$ cat config.mk
export PLATFORM = sky130hd
export DESIGN_NAME = smt_timer
export DESIGN_NICKNAME = d
export VERILOG_FILES = /design/src/smt_pkg.sv /design/src/smt_timer.sv /design/src/smt_prescaler.sv /design/src/smt_pin_filter.sv
export VERILOG_INCLUDE_DIRS = /design/src
export SDC_FILE = /design/constraint.sdc
export NUM_CORES = 1
export LEC_CHECK = 0
export BUFFER_PORTS_ARGS = -buffer_cell sky130_fd_sc_hd__clkbuf_2
export CAP_MARGIN = 40
export CELL_PAD_IN_SITES_DETAIL_PLACEMENT = 0
export CELL_PAD_IN_SITES_GLOBAL_PLACEMENT = 1
export CORE_ASPECT_RATIO = 1.75
export CORE_MARGIN = 1.5
export CORE_UTILIZATION = 39
export DETAILED_ROUTE_END_ITERATION = 7
export PLACE_DENSITY = 0.79
export SKIP_CTS_REPAIR_TIMING = 1
export SYNTH_ARGS = -nofsm -noshare
export SYNTH_HDL_FRONTEND = slang
export SYNTH_SLANG_ARGS = --single-unit
$ cat constraint.sdc
create_clock -name clock_in -period 2.45 [get_ports clock_in]
set_input_delay 0.245 -clock clock_in [delete_from_list [all_inputs] [get_ports clock_in]]
set_output_delay 0.245 -clock clock_in [all_outputs]
set_load 0.05 [all_outputs]
$ cat src/smt_cfg.svh
//
// Operation
// - timer mode counts, matches, interrupts, wraps to zero
// - auto-capture copies count each source clock, except in trigger mode
// - taps 2^11, 2^7, 2^3; slow: 00 only
// - trigger edge on pin starts counting
// - trigger mode match clears, halts, interrupts
// - stop-select: opposite edge halts, no interrupt
// - halted trigger counter restarts on trigger edge
// - no stop-select: ignore opposite and repeat edges
// - pin filter rejects 4/fc, passes 12/fc; slow mode passes every change
// - event mode counts selected pin edges
// - event match at opposite edge, interrupt, clear
// - auto-capture also works in event mode
// - window mode counts ticks while window active
// - window mode match interrupts and clears
// - six modes; first four built here
// - mode 00 standard, 01 window, others unsupported
// - start 00 stops/clears, 01 command start
// - register value applies at next source clock
// - stop mode entry forces start to 00
`ifndef SMT_CFG_SVH
`define SMT_CFG_SVH

// ---------------------------------------------------------------
// field codes
// ---------------------------------------------------------------
`define SMT_START_STOP 2'b00
`define SMT_START_CMD 2'b01
`define SMT_MODE_STD 2'b00
`define SMT_MODE_WIN 2'b01
`define SMT_SRC_EXT 2'b11
`define SMT_SRC_SLOW_OK 2'b00

// ---------------------------------------------------------------
// reset values
// ---------------------------------------------------------------
`define SMT_CNT_RST 16'h0000
`define SMT_CMP_RST 16'hffff
`define SMT_CAP_RST 16'h0000

// ---------------------------------------------------------------
// divider taps and rates
// ---------------------------------------------------------------
`define SMT_TAP_LOW 11
`define SMT_TAP_MID 7
`define SMT_TAP_HIGH 3
`define SMT_TAP_FS 3
`define SMT_CLK_HZ 100000000
`define SMT_FS_HZ 32768
`define SMT_FS_DIV (`SMT_CLK_HZ / `SMT_FS_HZ)

// ---------------------------------------------------------------
// pin filter, in fc periods
// ---------------------------------------------------------------
`define SMT_FILT_REJ_FC 4
`define SMT_FILT_DET_FC 12
`define SMT_FILT_CYC ((`SMT_FILT_REJ_FC + `SMT_FILT_DET_FC) / 2)

`endif

$ cat src/smt_pkg.sv
package smt_pkg;

  typedef enum logic [1:0] {
    ST_IDLE = 2'b00,
    ST_RUN = 2'b01,
    ST_HALT = 2'b10
  } smt_state_e;

  typedef struct packed {
    logic auto_capture_en;
    logic trigger_stop_sel;
    logic [1:0] start_ctrl;
    logic [1:0] source_clk_sel;
    logic [1:0] op_mode_sel;
  } smt_ctrl_s;

  typedef struct packed {
    logic wr_lo;
    logic wr_hi;
    logic sel_capture;
    logic [7:0] data;
  } smt_wr_s;

endpackage

$ cat src/smt_timer.sv
`timescale 1ns/1ps
`include "smt_cfg.svh"

module smt_timer
  import smt_pkg::*;
#(
  parameter int FS_DIV = `SMT_FS_DIV,
  parameter int FILT_CYC = `SMT_FILT_CYC
) (
  // clock and reset
  input wire logic clock_in,
  input wire logic srst_in,
  // control
  input wire logic ctrl_wr_in,
  input wire smt_ctrl_s ctrl_in,
  input wire logic divider_tap_sel_in,
  input wire logic slow_mode_in,
  input wire logic stop_entry_in,
  // timer register writes
  input wire smt_wr_s reg_wr_in,
  // external pin
  input wire logic timer_input_pin_in,
  // status
  output logic [15:0] count_out,
  output logic [15:0] compare_period_reg_out,
  output logic [15:0] capture_second_reg_out,
  output smt_ctrl_s timer_control_reg_out,
  output logic running_out,
  output logic timer_match_irq_out
);

  smt_ctrl_s ctrl_q;
  smt_state_e state_q;
  smt_state_e state_d;
  logic [15:0] cnt_d;
  logic irq_d;
  logic [7:0] lo_q;
  logic [15:0] stage_q [2];
  logic pend_q [2];
  logic tick;
  logic pin_level;
  logic pin_rise;
  logic pin_fall;
  logic std_mode;
  logic win_mode;
  logic event_mode;
  logic timer_mode;
  logic trig_mode;
  logic active;
  logic trig_edge;
  logic opp_edge;
  logic win_active;
  logic src_clk;
  logic cnt_tick;
  logic match;
  logic ctrl_hold;

  // ---------------------------------------------------------------
  // source clock and pin
  // ---------------------------------------------------------------
  smt_prescaler #(
    .FS_DIV(FS_DIV)
  ) u_prescaler (
    .clock_in(clock_in),
    .srst_in(srst_in),
    .source_clk_sel_in(ctrl_q.source_clk_sel),
    .divider_tap_sel_in(divider_tap_sel_in),
    .slow_mode_in(slow_mode_in),
    .tick_out(tick)
  );

  smt_pin_filter #(
    .FILT_CYC(FILT_CYC)
  ) u_pin_filter (
    .clock_in(clock_in),
    .srst_in(srst_in),
    .timer_input_pin_in(timer_input_pin_in),
    .slow_mode_in(slow_mode_in),
    .level_out(pin_level),
    .rise_out(pin_rise),
    .fall_out(pin_fall)
  );

  // ---------------------------------------------------------------
  // mode decode
  // ---------------------------------------------------------------
  assign std_mode = (ctrl_q.op_mode_sel == `SMT_MODE_STD);
  assign win_mode = (ctrl_q.op_mode_sel == `SMT_MODE_WIN);
  assign event_mode = std_mode && ctrl_q.start_ctrl[1]
                      && (ctrl_q.source_clk_sel == `SMT_SRC_EXT);
  assign trig_mode = std_mode && ctrl_q.start_ctrl[1]
                     && (ctrl_q.source_clk_sel != `SMT_SRC_EXT);
  assign timer_mode = std_mode && (ctrl_q.start_ctrl == `SMT_START_CMD)
                      && (ctrl_q.source_clk_sel != `SMT_SRC_EXT);
  // modes 10 and 11 are not built and leave the counter idle
  assign active = timer_mode || event_mode || trig_mode
                  || (win_mode && ctrl_q.start_ctrl[1]);
  assign trig_edge = ctrl_q.start_ctrl[0] ? pin_fall : pin_rise;
  assign opp_edge = ctrl_q.start_ctrl[0] ? pin_rise : pin_fall;
  assign win_active = ctrl_q.start_ctrl[0] ? ~pin_level : pin_level;
  assign src_clk = event_mode ? trig_edge : tick;
  assign cnt_tick = win_mode ? (tick && win_active) : tick;
  assign match = (count_out == compare_period_reg_out);
  assign ctrl_hold = !ctrl_wr_in && !stop_entry_in;

  // ---------------------------------------------------------------
  // control register
  // ---------------------------------------------------------------
  always_ff @(posedge clock_in)
  begin
    if (srst_in)
      ctrl_q <= '0;
    else if (stop_entry_in)
      ctrl_q.start_ctrl <= `SMT_START_STOP;
    else if (ctrl_wr_in)
      ctrl_q <= ctrl_in;
  end

  // ---------------------------------------------------------------
  // counter sequencing
  // ---------------------------------------------------------------
  always_comb
  begin
    state_d = state_q;
    cnt_d = count_out;
    irq_d = 1'b0;
    if (!active)
    begin
      state_d = ST_IDLE;
      cnt_d = `SMT_CNT_RST;
    end
    else
      unique case (state_q)
        ST_IDLE:
        begin
          cnt_d = `SMT_CNT_RST;
          state_d = trig_mode ? ST_HALT : ST_RUN;
        end
        ST_RUN:
        begin
          if (event_mode)
          begin
            if (trig_edge)
              cnt_d = count_out + 16'h1;
            else if (opp_edge && match)
            begin
              cnt_d = `SMT_CNT_RST;
              irq_d = 1'b1;
            end
          end
          else if (trig_mode)
          begin
            if (tick && match)
            begin
              cnt_d = `SMT_CNT_RST;
              irq_d = 1'b1;
              state_d = ST_HALT;
            end
            else if (opp_edge && ctrl_q.trigger_stop_sel)
            begin
              cnt_d = `SMT_CNT_RST;
              state_d = ST_HALT;
            end
            else if (tick)
              cnt_d = count_out + 16'h1;
          end
          else if (cnt_tick)
          begin
            if (match)
            begin
              cnt_d = `SMT_CNT_RST;
              irq_d = 1'b1;
            end
            else
              cnt_d = count_out + 16'h1;
          end
        end
        ST_HALT:
        begin
          cnt_d = `SMT_CNT_RST;
          if (trig_edge)
            state_d = ST_RUN;
        end
        default:
        begin
          state_d = ST_IDLE;
          cnt_d = `SMT_CNT_RST;
        end
      endcase
  end

  always_ff @(posedge clock_in)
  begin
    if (srst_in)
    begin
      state_q <= ST_IDLE;
      count_out <= `SMT_CNT_RST;
      running_out <= 1'b0;
      timer_match_irq_out <= 1'b0;
    end
    else
    begin
      state_q <= state_d;
      count_out <= cnt_d;
      running_out <= (state_d == ST_RUN);
      timer_match_irq_out <= irq_d;
    end
  end

  // ---------------------------------------------------------------
  // timer registers, two-byte staging
  // ---------------------------------------------------------------
  always_ff @(posedge clock_in)
  begin
    if (srst_in)
      lo_q <= '0;
    else if (reg_wr_in.wr_lo)
      lo_q <= reg_wr_in.data;
  end

  // upper byte write arms, next source clock applies; arm wins
  for (genvar i = 0; i < 2; i++)
  begin : g_stage
    always_ff @(posedge clock_in)
    begin
      if (srst_in)
      begin
        stage_q[i] <= '0;
        pend_q[i] <= 1'b0;
      end
      else if (reg_wr_in.wr_hi && (reg_wr_in.sel_capture == 1'(i)))
      begin
        stage_q[i] <= {reg_wr_in.data, lo_q};
        pend_q[i] <= 1'b1;
      end
      else if (src_clk)
        pend_q[i] <= 1'b0;
    end
  end

  always_ff @(posedge clock_in)
  begin
    if (srst_in)
      compare_period_reg_out <= `SMT_CMP_RST;
    else if (src_clk && pend_q[0])
      compare_period_reg_out <= stage_q[0];
  end

  always_ff @(posedge clock_in)
  begin
    if (srst_in)
      capture_second_reg_out <= `SMT_CAP_RST;
    else if (src_clk && ctrl_q.auto_capture_en && state_q == ST_RUN
             && !trig_mode)
      capture_second_reg_out <= count_out;
    else if (src_clk && pend_q[1])
      capture_second_reg_out <= stage_q[1];
  end

  assign timer_control_reg_out = ctrl_q;
endmodule // smt_timer

$ cat src/smt_prescaler.sv
`timescale 1ns/1ps
`include "smt_cfg.svh"

module smt_prescaler #(
  parameter int FS_DIV = `SMT_FS_DIV
) (
  // clock and reset
  input wire logic clock_in,
  input wire logic srst_in,
  // selection
  input wire logic [1:0] source_clk_sel_in,
  input wire logic divider_tap_sel_in,
  input wire logic slow_mode_in,
  // selected source clock enable
  output logic tick_out
);

  logic [10:0] fc_div_q;
  logic [11:0] fs_div_q;
  logic [2:0] fs_pre_q;
  logic fs_tick;
  logic fs8_tick;
  logic tick_d;

  assign fs_tick = (fs_div_q == 12'(FS_DIV - 1));
  assign fs8_tick = fs_tick && (&fs_pre_q);

  always_ff @(posedge clock_in)
  begin
    if (srst_in)
    begin
      fc_div_q <= '0;
      fs_div_q <= '0;
      fs_pre_q <= '0;
    end
    else
    begin
      fc_div_q <= fc_div_q + 11'h1;
      fs_div_q <= fs_tick ? 12'h0 : fs_div_q + 12'h1;
      if (fs_tick)
        fs_pre_q <= fs_pre_q + 3'h1;
    end
  end

  // ---------------------------------------------------------------
  // tap select
  // ---------------------------------------------------------------
  always_comb
  begin
    tick_d = 1'b0;
    if (slow_mode_in)
      tick_d = (source_clk_sel_in == `SMT_SRC_SLOW_OK) && fs8_tick;
    else
      unique case (source_clk_sel_in)
        2'b00: tick_d = divider_tap_sel_in ? fs8_tick
                        : &fc_div_q[`SMT_TAP_LOW-1:0];
        2'b01: tick_d = &fc_div_q[`SMT_TAP_MID-1:0];
        2'b10: tick_d = &fc_div_q[`SMT_TAP_HIGH-1:0];
        2'b11: tick_d = 1'b0;
      endcase
  end

  always_ff @(posedge clock_in)
  begin
    if (srst_in)
      tick_out <= 1'b0;
    else
      tick_out <= tick_d;
  end

endmodule // smt_prescaler

$ cat src/smt_pin_filter.sv
`timescale 1ns/1ps
`include "smt_cfg.svh"

module smt_pin_filter #(
  parameter int FILT_CYC = `SMT_FILT_CYC
) (
  // clock and reset
  input wire logic clock_in,
  input wire logic srst_in,
  // pin and mode
  input wire logic timer_input_pin_in,
  input wire logic slow_mode_in,
  // filtered level and edges
  output logic level_out,
  output logic rise_out,
  output logic fall_out
);

  logic sync1_q;
  logic sync2_q;
  logic [3:0] stable_q;
  logic take;

  assign take = slow_mode_in
                || (stable_q == 4'(FILT_CYC - 1));

  always_ff @(posedge clock_in)
  begin
    if (srst_in)
    begin
      sync1_q <= 1'b0;
      sync2_q <= 1'b0;
    end
    else
    begin
      sync1_q <= timer_input_pin_in;
      sync2_q <= sync1_q;
    end
  end

  // outside slow mode, level must differ for FILT_CYC cycles before it is taken
  always_ff @(posedge clock_in)
  begin
    if (srst_in)
    begin
      stable_q <= '0;
      level_out <= 1'b0;
      rise_out <= 1'b0;
      fall_out <= 1'b0;
    end
    else
    begin
      rise_out <= 1'b0;
      fall_out <= 1'b0;
      if (sync2_q == level_out)
        stable_q <= '0;
      else if (take)
      begin
        stable_q <= '0;
        level_out <= sync2_q;
        rise_out <= sync2_q;
        fall_out <= ~sync2_q;
      end
      else
        stable_q <= stable_q + 4'h1;
    end
  end

endmodule // smt_pin_filter

==> results.txt <==
outcome - finished clean
clk slew on worst S/H paths - 0.06 ns
reg2reg start - timer_control_reg_out[4]
Root Driver - clkbuf_16
max-capacitance violation count - 0
unrepaired setup endpoints after global routing - false
worst endpoint required time - 2.78 ns
1st-iter DRT viols - 333
Total Routed Length - 15800 um
number of synthesized register bits - 138
FMAX - 449 MHz
sequential cell area fraction in the yosys report - 0.510
reg2reg end - count_out[6]
Core Box Area - 15300 um2
CP max FO - 9
PwrDens - 726 nW/um2
vias in the first global route - 4626
Final Hold Fails - 0
fraction of layout cells with a size suffix above 1 - 0.234
I/O pin total - 84
nets@finish - 729
n_diodes - 0
initial antenna violation count - 0
CTS tree - done
Post-synth top flop - dfxtp_1
Arr. time, crit path - 2.56 ns
final setup vio count - 0
syn nets - 637
GRT Total Usage - 0.194
DRC viols - 0
setup ws final - 0.225 ns
CP startpoint - timer_control_reg_out[4]
area grow syn2layout - 21.2%
Initial Util - 0.397
Overall Power - 5.35 mW
IO buf count - 83
Post-synth EDFFs - 34
1st-pass router iterations - 8
clock skew - 0.00870 ns
maximum clock path buffer count - 2
crit share post-route - 0.908
routability cong. - 0.916
min-delay src - stop_entry_in
Yosys warning count - 0
hold crit path type - input port to flip-flop
mapped cell area - 6080 um2
startpoint types - flip-flop
largest net degree at the start of global routing - 67
Synth Instances - 603
post-route core utilization - 0.481
post-route cell area - 7370 um2
chip width - 97.4 um
die area - 16400 um2
later-pin clock latency in the skew report - 0.41 ns
Routed wire per std cell - 17.7 um
Rel. slew slack - 0.541
mean number of vias per cell - 5.38
Slew @ Worst Pin - 0.686 ns
Peak VDD IR - 430 uV
placed instance area - 6720 um2
via count - 4806
TritonCTS Buffers - 17
worst r2r path cells - 7
GRT Residual Overflow - 0
pre-CTS setup slack - 0.213 ns
first-pass GRT wire length - 24800 um
HPWL after DPL - 11900 um
reg-to-reg slack, setup - 0.22 ns
clk sinks - 138
synthesized area per cell - 10.1 um2
LEAKAGE - 3.03 nW
highest-count cells in the layout ignoring fill and taps - dfxtp_1, clkbuf_2, nor2_1, nand2_1, and2_1
most common cell after layout, fill and taps aside - dfxtp_1
Crit Path Category - flip-flop to flip-flop
die height - 168 um
WHS Path Cells - 2
row count - 60
Slew Viols, Final - 0
Hold Path End - timer_control_reg_out[5]
synth unique cells - 67
Tmin final - 2.23 ns
Setup crit end kind - flip-flop
H-tree depth - 4
final setup TNS - 0 ns
Detail Route Antenna Nets - 0
Async SR Flop Fraction - 0
## sequential cells by signal, indices dropped and copies added (netlist names), 4 cells and up
name                    count
timer_control_reg_out       8
lo_q                        8
compare_period_reg_out     16
u_prescaler.fc_div_q       11
capture_second_reg_out     16
u_pin_filter.stable_q       4
count_out                  16
u_prescaler.fs_div_q       12
stage_q                    32
## synthesized netlist by cell type (11+ instances only)
cell      instances  area share
dfxtp_1         104        0.34
a222oi_1         16       0.026
xnor2_1          11       0.016
a21oi_1          12      0.0099
edfxtp_1         34        0.17
mux2i_1          20       0.033
clkbuf_1         16      0.0099
and2_1           35       0.036
nor2_1           82       0.051
nand3_1          24       0.020
nand3b_1         19       0.023
xor2_1           26       0.037
nand2_1          52       0.032
## power breakdown
part | internal (mW) | total (mW) | switching [mW]
clock network | 1.76 | 2.72 | 0.952
logic | 0.0725 | 0.193 | 0.120
registers | 2.40 | 2.45 | 0.0428
## stage by stage
step           std cells  hold slack, ns
3_3_place_gp         861           0.426
2_1_floorplan        603           0.322
6_report             894          0.0271
4_1_cts              894          0.0144
3_5_place_dp         862           0.447
5_1_grt              894          0.0213
## logic make-up after synthesis
kind of cell             synth area share
buffers and inverters              0.0385
AO/OA/AOI/OAI                      0.0976
AND/OR/NAND/NOR                     0.243
flip-flops                          0.510
adder cells (fa/ha/maj)            0.0165
XOR/XNOR                           0.0560
multiplexers                       0.0377
## critical path, stage by stage (launching register included)
cell and delay [ns]:
dfxtp_1 0.40, mux2_4 0.33, a22oi_1 0.20, o2111ai_1 0.22, a211oi_2 0.51, buf_4 0.27
a21oi_1 0.08, a21oi_1 0.14
## final cells by class
cell class,count,area [um2]
Multi-Input combinational cell,420,2750
Inverter,10,37.5
Fill cell,1435,7940
Clock buffer,25,548
Timing Repair Buffer,108,603
Tap cell,186,233
Clock inverter,7,98.8
Sequential cell,138,3100
## per-layer routing
| metal | share of wire | track usage | vias to the layer above | routed length [um] |
|---|---|---|---|---|
| met3 | 0.053 | 0.0540 | 37 | 843 |
| li1 | - | - | 2308 | - |
| met5 | 0 | 0 | - | 0 |
| met4 | 0.046 | 0.101 | 0 | 720 |
| met2 | 0.54 | 0.359 | 158 | 8570 |
| met1 | 0.36 | 0.195 | 2303 | 5690 |
## worst max path at each step
stage	to	slack, ns
floorplan	count_out[3]	0.1
global placement	capture_second_reg_out[15]	0.17
detailed placement	count_out[14]	0.21
CTS	count_out[14]	0.19
global route	count_out[14]	0.12
finish	count_out[6]	0.22
Note: power is estimated with default switching activity, not from simulation.
